<file path="config.mk">
export PLATFORM = sky130hd
export DESIGN_NAME = t16ic_timer
export DESIGN_NICKNAME = d
export VERILOG_FILES = /design/src/core/t16ic_pkg.sv /design/src/core/t16ic_timer.sv
export SDC_FILE = /design/constraint.sdc
export NUM_CORES = 1
export LEC_CHECK = 0
export BUFFER_PORTS_ARGS = -buffer_cell sky130_fd_sc_hd__buf_2
export CAP_MARGIN = 5
export CORE_MARGIN = 1
export CORE_UTILIZATION = 47
export CTS_CLUSTER_DIAMETER = 40
export CTS_CLUSTER_SIZE = 20
export DETAILED_ROUTE_END_ITERATION = 10
export GPL_TIMING_DRIVEN = 0
export PLACE_DENSITY = 0.66
export SLEW_MARGIN = 0
export SYNTH_ARGS = -nofsm -noshare
export SYNTH_HDL_FRONTEND = slang
export SYNTH_SLANG_ARGS = --single-unit
</file>
<file path="constraint.sdc">
create_clock -name sys_clk -period 6.4 [get_ports sys_clk]
set_clock_uncertainty 0.1 [all_clocks]
set_input_delay 0.32 -clock sys_clk [delete_from_list [all_inputs] [get_ports sys_clk]]
set_output_delay 0.32 -clock sys_clk [all_outputs]
set_load 0.02 [all_outputs]
</file>
<file path="src/core/t16ic_pkg.sv">
// Register map, field layout and reset values of the 16-bit capture timer.
package t16ic_pkg;
  // ==========================================================================
  // Register byte addresses
  // ==========================================================================
  localparam logic [5:0] ADR_CTRL1   = 6'h00;
  localparam logic [5:0] ADR_CTRL2   = 6'h04;
  localparam logic [5:0] ADR_STATUS  = 6'h08;
  localparam logic [5:0] ADR_CNT_HI  = 6'h0C;
  localparam logic [5:0] ADR_CNT_LO  = 6'h10;
  localparam logic [5:0] ADR_ALT_HI  = 6'h14;
  localparam logic [5:0] ADR_ALT_LO  = 6'h18;
  localparam logic [5:0] ADR_CAP1_HI = 6'h1C;
  localparam logic [5:0] ADR_CAP1_LO = 6'h20;
  localparam logic [5:0] ADR_CAP2_HI = 6'h24;
  localparam logic [5:0] ADR_CAP2_LO = 6'h28;
  // ==========================================================================
  // Field positions
  // ==========================================================================
  localparam int CR1_CAP_IRQ_EN  = 7;
  localparam int CR1_CAP_EDGE1   = 6;
  localparam int CR1_OVF_IRQ_EN  = 5;
  localparam int CR2_ONE_PULSE   = 7;
  localparam int CR2_PWM         = 6;
  localparam int CR2_CLKSEL_HI   = 3;
  localparam int CR2_CLKSEL_LO   = 2;
  localparam int CR2_CAP_EDGE2   = 1;
  localparam int CR2_EXT_EDGE    = 0;
  localparam int SR_CAP_FLAG1    = 7;
  localparam int SR_CAP_FLAG2    = 6;
  localparam int SR_OVF_FLAG     = 5;
  // ==========================================================================
  // Clock select codes and prescaler terminal counts
  // ==========================================================================
  localparam logic [1:0] CLK_DIV4   = 2'h0;
  localparam logic [1:0] CLK_DIV2   = 2'h1;
  localparam logic [1:0] CLK_DIV8   = 2'h2;
  localparam logic [1:0] CLK_EXT    = 2'h3;
  localparam logic [2:0] PSC_TERM2  = 3'h1;
  localparam logic [2:0] PSC_TERM4  = 3'h3;
  localparam logic [2:0] PSC_TERM8  = 3'h7;
  // ==========================================================================
  // Reset values and counter maximum
  // ==========================================================================
  localparam logic [15:0] CNT_RESET = 16'hFFFC;
  localparam logic [15:0] CNT_MAX   = 16'hFFFF;
  localparam logic [15:0] CAP_RESET = 16'h0000;
  localparam logic [7:0]  CR_RESET  = 8'h00;
endpackage

</file>
<file path="src/core/t16ic_timer.sv">
// Sixteen-bit free-running timer with two input capture channels and a Wishbone slave.
`timescale 1ns/1ps

module t16ic_timer #(
  parameter bit CAP1_BONDED = 1'b1,
  parameter bit CAP2_BONDED = 1'b1,
  parameter bit EXT_BONDED  = 1'b1
) (
  input  wire logic        sys_clk,
  input  wire logic        rst,
  input  wire logic        wb_cyc_i,
  input  wire logic        wb_stb_i,
  input  wire logic        wb_we_i,
  input  wire logic [5:0]  wb_adr_i,
  input  wire logic [3:0]  wb_sel_i,
  input  wire logic [31:0] wb_dat_i,
  output logic      [31:0] wb_dat_o,
  output logic             wb_ack_o,
  input  wire logic        irq_mask,
  input  wire logic        halt_mode,
  input  wire logic        capture_pin_one,
  input  wire logic        capture_pin_two,
  input  wire logic        ext_clock_pin,
  output logic             overflow_irq,
  output logic             capture_irq
);
  // ==========================================================================
  // Bus decode
  // ==========================================================================
  logic        ack_r;
  logic [7:0]  rdata;
  logic [7:0]  control_reg_one_r;
  logic [7:0]  control_reg_two_r;
  logic [15:0] count_r;
  logic        overflow_flag_r;
  logic        ovf_arm_r;
  logic [7:0]  lat_r;
  logic        lat_v_r;
  logic [2:0]  psc_r;
  logic [15:0] cap_r [2];
  logic [1:0]  cap_flag_r;
  logic [1:0]  cap_arm_r;
  logic [1:0]  cap_blk_r;
  logic [1:0]  cap_ev;

  wire acc        = wb_cyc_i & wb_stb_i & ~ack_r;
  wire rd         = acc & ~wb_we_i;
  wire wr         = acc & wb_we_i & wb_sel_i[0];
  wire hit_cr1    = wb_adr_i == t16ic_pkg::ADR_CTRL1;
  wire hit_cr2    = wb_adr_i == t16ic_pkg::ADR_CTRL2;
  wire hit_sr     = wb_adr_i == t16ic_pkg::ADR_STATUS;
  wire hit_cnt_hi = wb_adr_i == t16ic_pkg::ADR_CNT_HI;
  wire hit_cnt_lo = wb_adr_i == t16ic_pkg::ADR_CNT_LO;
  wire hit_alt_hi = wb_adr_i == t16ic_pkg::ADR_ALT_HI;
  wire hit_alt_lo = wb_adr_i == t16ic_pkg::ADR_ALT_LO;
  wire [1:0] hit_cap_hi = {wb_adr_i == t16ic_pkg::ADR_CAP2_HI,
                           wb_adr_i == t16ic_pkg::ADR_CAP1_HI};
  wire [1:0] hit_cap_lo = {wb_adr_i == t16ic_pkg::ADR_CAP2_LO,
                           wb_adr_i == t16ic_pkg::ADR_CAP1_LO};
  wire rd_hi      = rd & (hit_cnt_hi | hit_alt_hi);
  wire rd_lo      = rd & (hit_cnt_lo | hit_alt_lo);
  wire reload     = wr & (hit_cnt_lo | hit_alt_lo);
  wire rd_sr      = rd & hit_sr;

  // ==========================================================================
  // Control fields
  // ==========================================================================
  wire [1:0] timer_clock_select = control_reg_two_r[t16ic_pkg::CR2_CLKSEL_HI:t16ic_pkg::CR2_CLKSEL_LO];
  wire overflow_irq_enable   = control_reg_one_r[t16ic_pkg::CR1_OVF_IRQ_EN];
  wire capture_irq_enable    = control_reg_one_r[t16ic_pkg::CR1_CAP_IRQ_EN];
  wire capture_edge_one      = control_reg_one_r[t16ic_pkg::CR1_CAP_EDGE1];
  wire capture_edge_two      = control_reg_two_r[t16ic_pkg::CR2_CAP_EDGE2];
  wire ext_clock_edge_select = control_reg_two_r[t16ic_pkg::CR2_EXT_EDGE];
  wire one_pulse_select      = control_reg_two_r[t16ic_pkg::CR2_ONE_PULSE];
  wire pwm_select            = control_reg_two_r[t16ic_pkg::CR2_PWM];
  wire ext_mode              = timer_clock_select == t16ic_pkg::CLK_EXT;

  // ==========================================================================
  // Pin synchronisers and edge detectors
  // ==========================================================================
  // Index 0 and 1 are the capture pins, index 2 the external clock pin.
  wire [2:0] pin_in = {EXT_BONDED  ? ext_clock_pin   : 1'b1,
                       CAP2_BONDED ? capture_pin_two : 1'b1,
                       CAP1_BONDED ? capture_pin_one : 1'b1};
  wire [2:0] edge_sel = {ext_clock_edge_select, capture_edge_two, capture_edge_one};
  logic [2:0] act_edge;

  genvar gi;
  generate
    for (gi = 0; gi < 3; gi++) begin : g_sync
      logic s1_r;
      logic s2_r;
      logic s3_r;
      always_ff @(posedge sys_clk or posedge rst) begin
        if (rst) begin
          s1_r <= 1'b1;
          s2_r <= 1'b1;
          s3_r <= 1'b1;
        end else begin
          s1_r <= pin_in[gi];
          s2_r <= s1_r;
          s3_r <= s2_r;
        end
      end
      // A set select bit means rising edges are active.
      assign act_edge[gi] = edge_sel[gi] ? (s2_r & ~s3_r) : (~s2_r & s3_r);
    end
  endgenerate

  // ==========================================================================
  // Prescaler and counter
  // ==========================================================================
  wire [2:0] psc_term = (timer_clock_select == t16ic_pkg::CLK_DIV2) ? t16ic_pkg::PSC_TERM2 :
                        (timer_clock_select == t16ic_pkg::CLK_DIV8) ? t16ic_pkg::PSC_TERM8 :
                        t16ic_pkg::PSC_TERM4;
  wire psc_hit  = psc_r == psc_term;
  // Halt freezes both the prescaler and the count.
  wire tick     = ~halt_mode & (ext_mode ? act_edge[2] : psc_hit);
  wire ovf_set  = tick & ~reload & (count_r == t16ic_pkg::CNT_MAX);
  wire ovf_clr  = ovf_arm_r & acc & hit_cnt_lo;

  // Halt is tested before the terminal count so a halted prescaler never wraps.
  wire [2:0]  psc_nxt   = (reload | ext_mode) ? 3'h0 :
                          halt_mode ? psc_r :
                          psc_hit ? 3'h0 : psc_r + 3'h1;
  wire [15:0] count_nxt = reload ? t16ic_pkg::CNT_RESET :
                          tick ? count_r + 16'h0001 : count_r;

  always_ff @(posedge sys_clk or posedge rst) begin
    if (rst) begin
      psc_r   <= 3'h0;
      count_r <= t16ic_pkg::CNT_RESET;
    end else begin
      psc_r   <= psc_nxt;
      count_r <= count_nxt;
    end
  end

  // Set wins over a clear arriving in the same cycle.
  wire ovf_flag_nxt = ovf_set | (overflow_flag_r & ~ovf_clr);
  wire ovf_arm_nxt  = (rd_sr & overflow_flag_r) | (ovf_arm_r & ~ovf_clr);

  always_ff @(posedge sys_clk or posedge rst) begin
    if (rst) begin
      overflow_flag_r <= 1'b0;
      ovf_arm_r       <= 1'b0;
    end else begin
      overflow_flag_r <= ovf_flag_nxt;
      ovf_arm_r       <= ovf_arm_nxt;
    end
  end

  // ==========================================================================
  // Two-byte read latch
  // ==========================================================================
  // The low byte is frozen only by the first high-byte read of a sequence.
  wire       lat_v_nxt = rd_hi | (lat_v_r & ~rd_lo);
  wire [7:0] lat_nxt   = (rd_hi & ~lat_v_r) ? count_r[7:0] : lat_r;
  wire [7:0] low_view  = lat_v_r ? lat_r : count_r[7:0];

  always_ff @(posedge sys_clk or posedge rst) begin
    if (rst) begin
      lat_v_r <= 1'b0;
      lat_r   <= 8'h00;
    end else begin
      lat_v_r <= lat_v_nxt;
      lat_r   <= lat_nxt;
    end
  end

  // ==========================================================================
  // Capture channels
  // ==========================================================================
  // Channel one is disabled and captures nothing in one-pulse or PWM mode.
  wire [1:0] cap_en = {1'b1, ~(one_pulse_select | pwm_select)};

  generate
    for (gi = 0; gi < 2; gi++) begin : g_cap
      wire clr  = cap_arm_r[gi] & acc & hit_cap_lo[gi];
      assign cap_ev[gi] = act_edge[gi] & cap_en[gi] & ~cap_blk_r[gi];
      always_ff @(posedge sys_clk or posedge rst) begin
        if (rst) begin
          cap_r[gi]      <= t16ic_pkg::CAP_RESET;
          cap_flag_r[gi] <= 1'b0;
          cap_arm_r[gi]  <= 1'b0;
          cap_blk_r[gi]  <= 1'b0;
        end else begin
          if (cap_ev[gi]) begin
            cap_r[gi] <= count_r;
          end
          cap_flag_r[gi] <= cap_ev[gi] | (cap_flag_r[gi] & ~clr);
          cap_arm_r[gi]  <= (rd_sr & cap_flag_r[gi]) | (cap_arm_r[gi] & ~clr);
          cap_blk_r[gi]  <= (rd & hit_cap_hi[gi]) | (cap_blk_r[gi] & ~(rd & hit_cap_lo[gi]));
        end
      end
    end
  endgenerate

  // ==========================================================================
  // Interrupt requests
  // ==========================================================================
  assign overflow_irq = overflow_flag_r & overflow_irq_enable & ~irq_mask;
  assign capture_irq  = (|cap_flag_r) & capture_irq_enable & ~irq_mask;

  // ==========================================================================
  // Register writes, read mux and acknowledge
  // ==========================================================================
  wire [7:0] status_view = {cap_flag_r[0], cap_flag_r[1], overflow_flag_r, 5'h00};

  assign rdata = hit_cr1         ? control_reg_one_r :
                 hit_cr2         ? control_reg_two_r :
                 hit_sr          ? status_view :
                 (hit_cnt_hi | hit_alt_hi) ? count_r[15:8] :
                 (hit_cnt_lo | hit_alt_lo) ? low_view :
                 hit_cap_hi[0]   ? cap_r[0][15:8] :
                 hit_cap_lo[0]   ? cap_r[0][7:0] :
                 hit_cap_hi[1]   ? cap_r[1][15:8] :
                 hit_cap_lo[1]   ? cap_r[1][7:0] : 8'h00;

  always_ff @(posedge sys_clk or posedge rst) begin
    if (rst) begin
      ack_r             <= 1'b0;
      wb_dat_o          <= 32'h00000000;
      control_reg_one_r <= t16ic_pkg::CR_RESET;
      control_reg_two_r <= t16ic_pkg::CR_RESET;
    end else begin
      ack_r <= acc;
      if (rd) begin
        wb_dat_o <= {24'h000000, rdata};
      end
      if (wr & hit_cr1) begin
        control_reg_one_r <= wb_dat_i[7:0];
      end
      if (wr & hit_cr2) begin
        control_reg_two_r <= wb_dat_i[7:0];
      end
    end
  end

  assign wb_ack_o = ack_r;
endmodule

</file>
# == Word level (Yosys, flattened, before mapping) ==
# Cells that the tools add are included.
# word_totals
output_inout_bits,35
regBits,102
word_cells,153
# op_classes
addsub,2
n_bitwise,84
reduce_logical,3
n_eq_ne,16
n_mux,21
# ops
cell,n
$mux 8,10
$and 1x1->1,50
$mux 16,2
$eq 6x5->1 const B,4
$not 1->1,21
$eq 6x6->1 const B,3
$add 16x1->16 const B,1
$eq 16x16->1 const B,1
$mux 3,5
$or 1x1->1,13
$eq 6x4->1 const B,2
$eq 6x3->1 const B,1
$logic_not 6->1,1
$eq 2x2->1 const B,2
$mux 1,4
$add 3x1->3 const B,1
$eq 3x3->1,1
$eq 2x1->1 const B,1
$ne 2x1->1 const B,1
$reduce_bool 2->1,1
$reduce_or 2->1,1

# == Longest topological paths before layout ==
# logic_depth
word_depth,10
ltp_mapped,8

# == Worst setup path after synthesis ==
# No wires, ideal clock.
# synth_path
path_kind,input to register
from,input wb_adr_i[5]
to,register lat_r[0]
arrival_time_ps,1959
path_buffers,2
cell_stages,6
setup_slack_ps,4217
cell_sequence,buf_6 > or4b_1 > buf_2 > or2_1 > nor3_4 > mux2_2
# synth_between
elab_chain_len,4
elab_cells_between_ends,5
cone_classes,eq/ne: 2; bitwise: 3
# synth_lines
item,line_no,rtl
"start, declared",t16ic_timer.sv:14,"input wire logic [5:0] wb_adr_i,"
$eq 6x4->1 / $eq 6x5->1 (equally long branches),"t16ic_timer.sv:52, t16ic_timer.sv:54",
$or 1x1->1 (*),t16ic_timer.sv:60,wire rd_hi = rd & (hit_cnt_hi | hit_alt_hi);
$and 1x1->1 (*),t16ic_timer.sv:60,
$and 1x1->1 (*),t16ic_timer.sv:158,wire [7:0] lat_nxt = (rd_hi & ~lat_v_r) ? count_r[7:0] : lat_r;
"end signal, assigned",t16ic_timer.sv:167,lat_r <= lat_nxt;
"end, declared",t16ic_timer.sv:37,logic [7:0] lat_r;
# Every way passes the cells marked *; elsewhere a longest branch is shown, timed or not.
# A chain may end at the register's enable or synchronous reset.

# == Worst setup path in the final report ==
# layout_path
from,register g_sync[1].s2_r
to,register cap_r[0] (netlist name)
# layout_between
elab_chain_len,4
elab_cells_between_ends,5
cone_classes,mux: 1; bitwise: 4
# layout_lines
item,line_no,rtl
"start, declared",t16ic_timer.sv:92,logic s2_r;
"start signal, assigned",t16ic_timer.sv:101,s2_r <= s1_r;
$not 1->1,t16ic_timer.sv:106,assign act_edge[gi] = edge_sel[gi] ? (s2_r & ~s3_r) : (~s2_r & s3_r);
$and 1x1->1,t16ic_timer.sv:106,
$mux 1 (*),t16ic_timer.sv:106,
$and 1x1->1 (*),t16ic_timer.sv:180,assign cap_ev[gi] = act_edge[gi] & cap_en[gi] & ~cap_blk_r[gi];
"end signal, assigned by index",t16ic_timer.sv:183,cap_r[gi] <= t16ic_pkg::CAP_RESET;
"end signal, assigned by index",t16ic_timer.sv:189,cap_r[gi] <= count_r;
"end, declared",t16ic_timer.sv:40,logic [15:0] cap_r [2];
# Marked as above.

==> results.md <==
- The clock latency at the later pin of the worst-skew pair is 0.37 ns.
- After synthesis the cells add up to between 5000 and 6000 sq um.
- Setup violations remaining at the end of the flow were counted as 0.
- The core region is 10800 sq um.
- Of the total synthesized cell area, the portion taken by XOR and XNOR cells is 0.0302.
- TritonCTS built the clock tree.
- The timing-limited maximum frequency is 0.374 GHz.
- The startpoint of the worst-slack reg-to-reg timing path is g_sync[1].s2_r.
- The utilization after layout is 0.546.
- The DRC marker count from the first detailed-route iteration is about 210.
- The layout has between 900 and 1k filler cells.
- The total clock buffers created by CTS is 9.
- The height of the die is 107 um.
- The worst endpoint required time is 6.56 ns.
- Cell internal power was estimated by the tool at 0.00106 W.
- Of the total synthesized cell area, the portion taken by full adders, half adders and majority gates is 0.00479.
- The type of the setup path with the least slack is flop to flop.
- Of all nets on the critical path, the largest fanout is 10.
- The pin count of the biggest net entering global routing is 53.
- The area enclosed by the die boundary is roughly 12000 sq um.
- The clock tree root driver cell is sky130_fd_sc_hd__clkbuf_8.
- Of the post-synthesis cell area, the part taken by muxes is 0.147.
- The synthesized design contains 0 enable-type register cells.
- Following the worst setup path forward leads to its endpoint at cap_r[0].
- The flow ran to the end, and the final reports show no timing, DRC or antenna violations.
- The growth of design area from synthesis to finish is 13.4%.
- sky130_fd_sc_hd__dfrtp_1 is the most common cell in the netlist.
- The global placer's final weighted congestion is 0.848.
- The endpoint identified for the worst register-to-register timing path is cap_r[0].
- The fraction of the mapped netlist area in compound gates was 0.120.
- The kind of capture point of the worst setup path is a flop.
- The placed instance area is 5670 sq um.
- The simple-gate area share of the yosys netlist is 0.141.
- Prior to clock tree synthesis, the placed netlist has a worst setup slack of between 3 and 4 ns.
- The total number of vias is 3951.
- The max-slew violation count is 0.
- For this run the aggregate overflow at the end of global routing stands at 0.
- Dividing the final minimum period by the clock period gives 0.417.
- The shortest period the worst path allows is between 2 and 3 ns.
- Across all setup checks in the final design, the least slack found is 3.73 ns.
- The number of detailed-route iterations in the first pass is 6.
- The total number of H-tree levels is 3.
- The synthesized instance count is 476.
- The startpoint of the tightest hold check path is wb_dat_i[3].
- The logic depth of the worst register-to-register path is 6.
- The largest area contributor in the synthesized netlist is sky130_fd_sc_hd__dfrtp_1.
- The first global-routing pass estimated around 20000 um of wire.
- The number of global-route vias before repair is 3917.
- At the worst endpoint, the arrival time is 2.83 ns.
- The startpoint of the most critical setup path is g_sync[1].s2_r.
- Summed over all layers, the routed wires come to 12500 um.
- The remaining design rule violation count is 0.
- Counting instances in the post-synthesis netlist gives the leading cell types as sky130_fd_sc_hd__dfrtp_1 (79), sky130_fd_sc_hd__mux2_2 (62), sky130_fd_sc_hd__nand2_1 (34), sky130_fd_sc_hd__nand3_1 (25), sky130_fd_sc_hd__buf_4 (24).
- Dividing the detail-routed via count by the number of cells gives 5.71.
- Setup repair after global routing left no endpoint under its margin.
- At the end of the flow, the number of nets in the layout was 601.
- The share of final-layout standard cells stronger than drive strength 1 is 0.313.
- The row count is 38.
- The switching share of total power is 0.300.
- The count of nets left with antenna violations after detail routing is 0.
- Of the total power, combinational logic draws 0.191.
- The detailed-placement wirelength estimate is slightly above 9000 um.
- The post-synthesis cell type count is 63.
- The starting utilization of the core area is 0.482.
- The horizontal die dimension is 107 um.
- The internal reg-to-reg setup slack is 3.73 ns.
- After clock tree synthesis, the clock-pin slew on the worst setup and hold paths is 0.10 ns.
- At the pin with the least slew margin, the transition time is just under 0.9 ns.
- The share of synthesized area in the top cell type comes to 0.379.
- The number of antenna repair diodes is 0.
- The leakage power is 2.66 nW.
- IR analysis of the VDD net gives a maximum drop of 184 uV.
- Synthesis inferred 102 register bits.
- In this run the worst hold path is classified as input port to flop.
- The accumulated negative setup slack is 0 ns.
- The number of top-level pins is 87.
- Measured against its own limit, the worst slew margin works out to 0.418.
- The power density of the placed cells is about 260 nW/um^2.
- The leading register cell type out of synthesis is sky130_fd_sc_hd__dfrtp_1.
- The total clock sinks is 102.
- After routing the design area is 5920 sq um.
- The number of post-CTS setup repair buffers is 0.
- Port buffering added 32 buffers.
- Dividing the detail-routed wire length by the instance count gives 18.1 um.
- The share of the Yosys chip area taken by registers is 0.494.
- The share of flip-flops with an asynchronous set or reset after synthesis is 1.00.
- The tool flagged a number of max-cap violations equal to 0.
- By area the synthesized netlist is led by sky130_fd_sc_hd__dfrtp_1 (38%), sky130_fd_sc_hd__mux2_2 (13%), sky130_fd_sc_hd__dfstp_2 (12%), sky130_fd_sc_hd__buf_4 (3.5%), sky130_fd_sc_hd__nand2_1 (2.4%).
- The clock share of power is 0.278.
- The maximum number of buffers from clock root to sink is 2.
- Yosys printed 0 warnings.
- The initial antenna violation count is 0.
- The share of total power dissipated in sequential elements is 0.531.
- Across every metal layer, demand over resource in global routing totals 0.233.
- The kind of start point of the critical path is a flop.
- The main combinational cell family by area after synthesis is multiplexers.
- After synthesis, the mean cell area works out to 11.0 sq um.
- The net load switching power is 0.000457 W.
- The count of endpoints failing hold in the final timing report is 0.
## how the worst min path moves through the flow
stage / end / slack, ns / depth (start not counted)
after floorplan: g_sync[0].s1_r / 0.22 / 0
after global placement: g_sync[1].s2_r / 0.25 / 0
after detailed placement: g_sync[1].s2_r / 0.25 / 0
after CTS: control_reg_two_r[3] / 0.07 / 2
after global routing: control_reg_two_r[4] / 0.08 / 2
final: control_reg_one_r[3] / 0.09 / 2
## flip-flops by register name, summed over array words and instances (netlist names)
| register | cells |
|---|---|
| cap_blk_r | 2 |
| g_sync.s3_r | 3 |
| cap_flag_r | 2 |
| cap_r | 32 |
| g_sync.s2_r | 3 |
| wb_dat_o | 8 |
| g_sync.s1_r | 3 |
| ovf_arm_r | 1 |
| control_reg_one_r | 8 |
| lat_v_r | 1 |
| count_r | 16 |
| control_reg_two_r | 8 |
| wb_ack_o | 1 |
| cap_arm_r | 2 |
| overflow_flag_r | 1 |
| lat_r | 8 |
| psc_r | 3 |
## worst max-delay path, cell delays in order, from the launching register on
cell and delay [ns]:
sky130_fd_sc_hd__dfstp_2 0.55, sky130_fd_sc_hd__nand2_1 0.05, sky130_fd_sc_hd__nor2_1 0.08, sky130_fd_sc_hd__a21oi_1 0.08, sky130_fd_sc_hd__nor2_1 0.68, sky130_fd_sc_hd__clkbuf_1 0.60
sky130_fd_sc_hd__mux2_2 0.41
## what timing repair did
item,4_1_cts,5_1_grt
resized for setup,0,0
hold buffers,4,0
hold endpoints to repair,37,0
## cell usage in the layout (no fill, tap or decap), types with 10 or more instances in the layout
cell type,Yosys,final
sky130_fd_sc_hd__xnor2_1,11,11
sky130_fd_sc_hd__o21ai_0,18,18
sky130_fd_sc_hd__conb_1,1,24
sky130_fd_sc_hd__buf_2,5,37
sky130_fd_sc_hd__nor3_1,11,11
sky130_fd_sc_hd__a21oi_1,23,23
sky130_fd_sc_hd__mux2_2,62,62
sky130_fd_sc_hd__clkbuf_8,0,10
sky130_fd_sc_hd__dfrtp_1,79,79
sky130_fd_sc_hd__buf_4,24,24
sky130_fd_sc_hd__dfstp_2,23,23
sky130_fd_sc_hd__clkbuf_1,18,18
sky130_fd_sc_hd__nand3_1,25,25
sky130_fd_sc_hd__nand2_1,34,34
sky130_fd_sc_hd__nor2_1,20,20
## layout make-up
cell class	count	area, sq um	area share
sequential	102	2580	0.436
multi-input combinational	338	2400	0.406
buffer	52	299	0.0505
timing repair buffer	37	228	0.0385
tap	140	175	0.0296
clock buffer	10	138	0.0232
clock inverter	6	70.1	0.0118
inverter	7	28.8	0.00486
## metrics by stage
step / instances / power [W] / hold WS [ns]
after floorplan: 499 / 0.00102 / 0.224
after global placement: 671 / 0.00109 / 0.248
after detailed placement: 672 / 0.00111 / 0.249
after CTS: 692 / 0.00153 / 0.0739
after global routing: 692 / 0.00160 / 0.0759
final: 692 / 0.00152 / 0.0915
## per-layer routing
layer	GRT usage	vias up	wire [um]
met5	0	-	0
met2	0.379	136	6010
met1	0.310	1969	5580
met4	0.0832	0	229
li1	-	1823	-
met3	0.0478	23	696
## power groups by stage
stage | sequential [W] | clock, W | combinational (W)
after floorplan | 0.000808 | 0 | 0.000207
after CTS | 0.000807 | 0.000434 | 0.000291
after global routing | 0.000820 | 0.000457 | 0.000322
after global placement | 0.000813 | 0 | 0.000274
after detailed placement | 0.000819 | 0 | 0.000288
final | 0.000808 | 0.000422 | 0.000290
## kinds of logic after synthesis
logic type,count (synthesis)
flip-flops,102
buffers and inverters,59
other,1
adder cells (fa/ha/maj),2
multiplexers,69
AND/OR/NAND/NOR,135
XOR/XNOR,18
AO/OA/AOI/OAI,90
(Power assumes the default switching activity.)
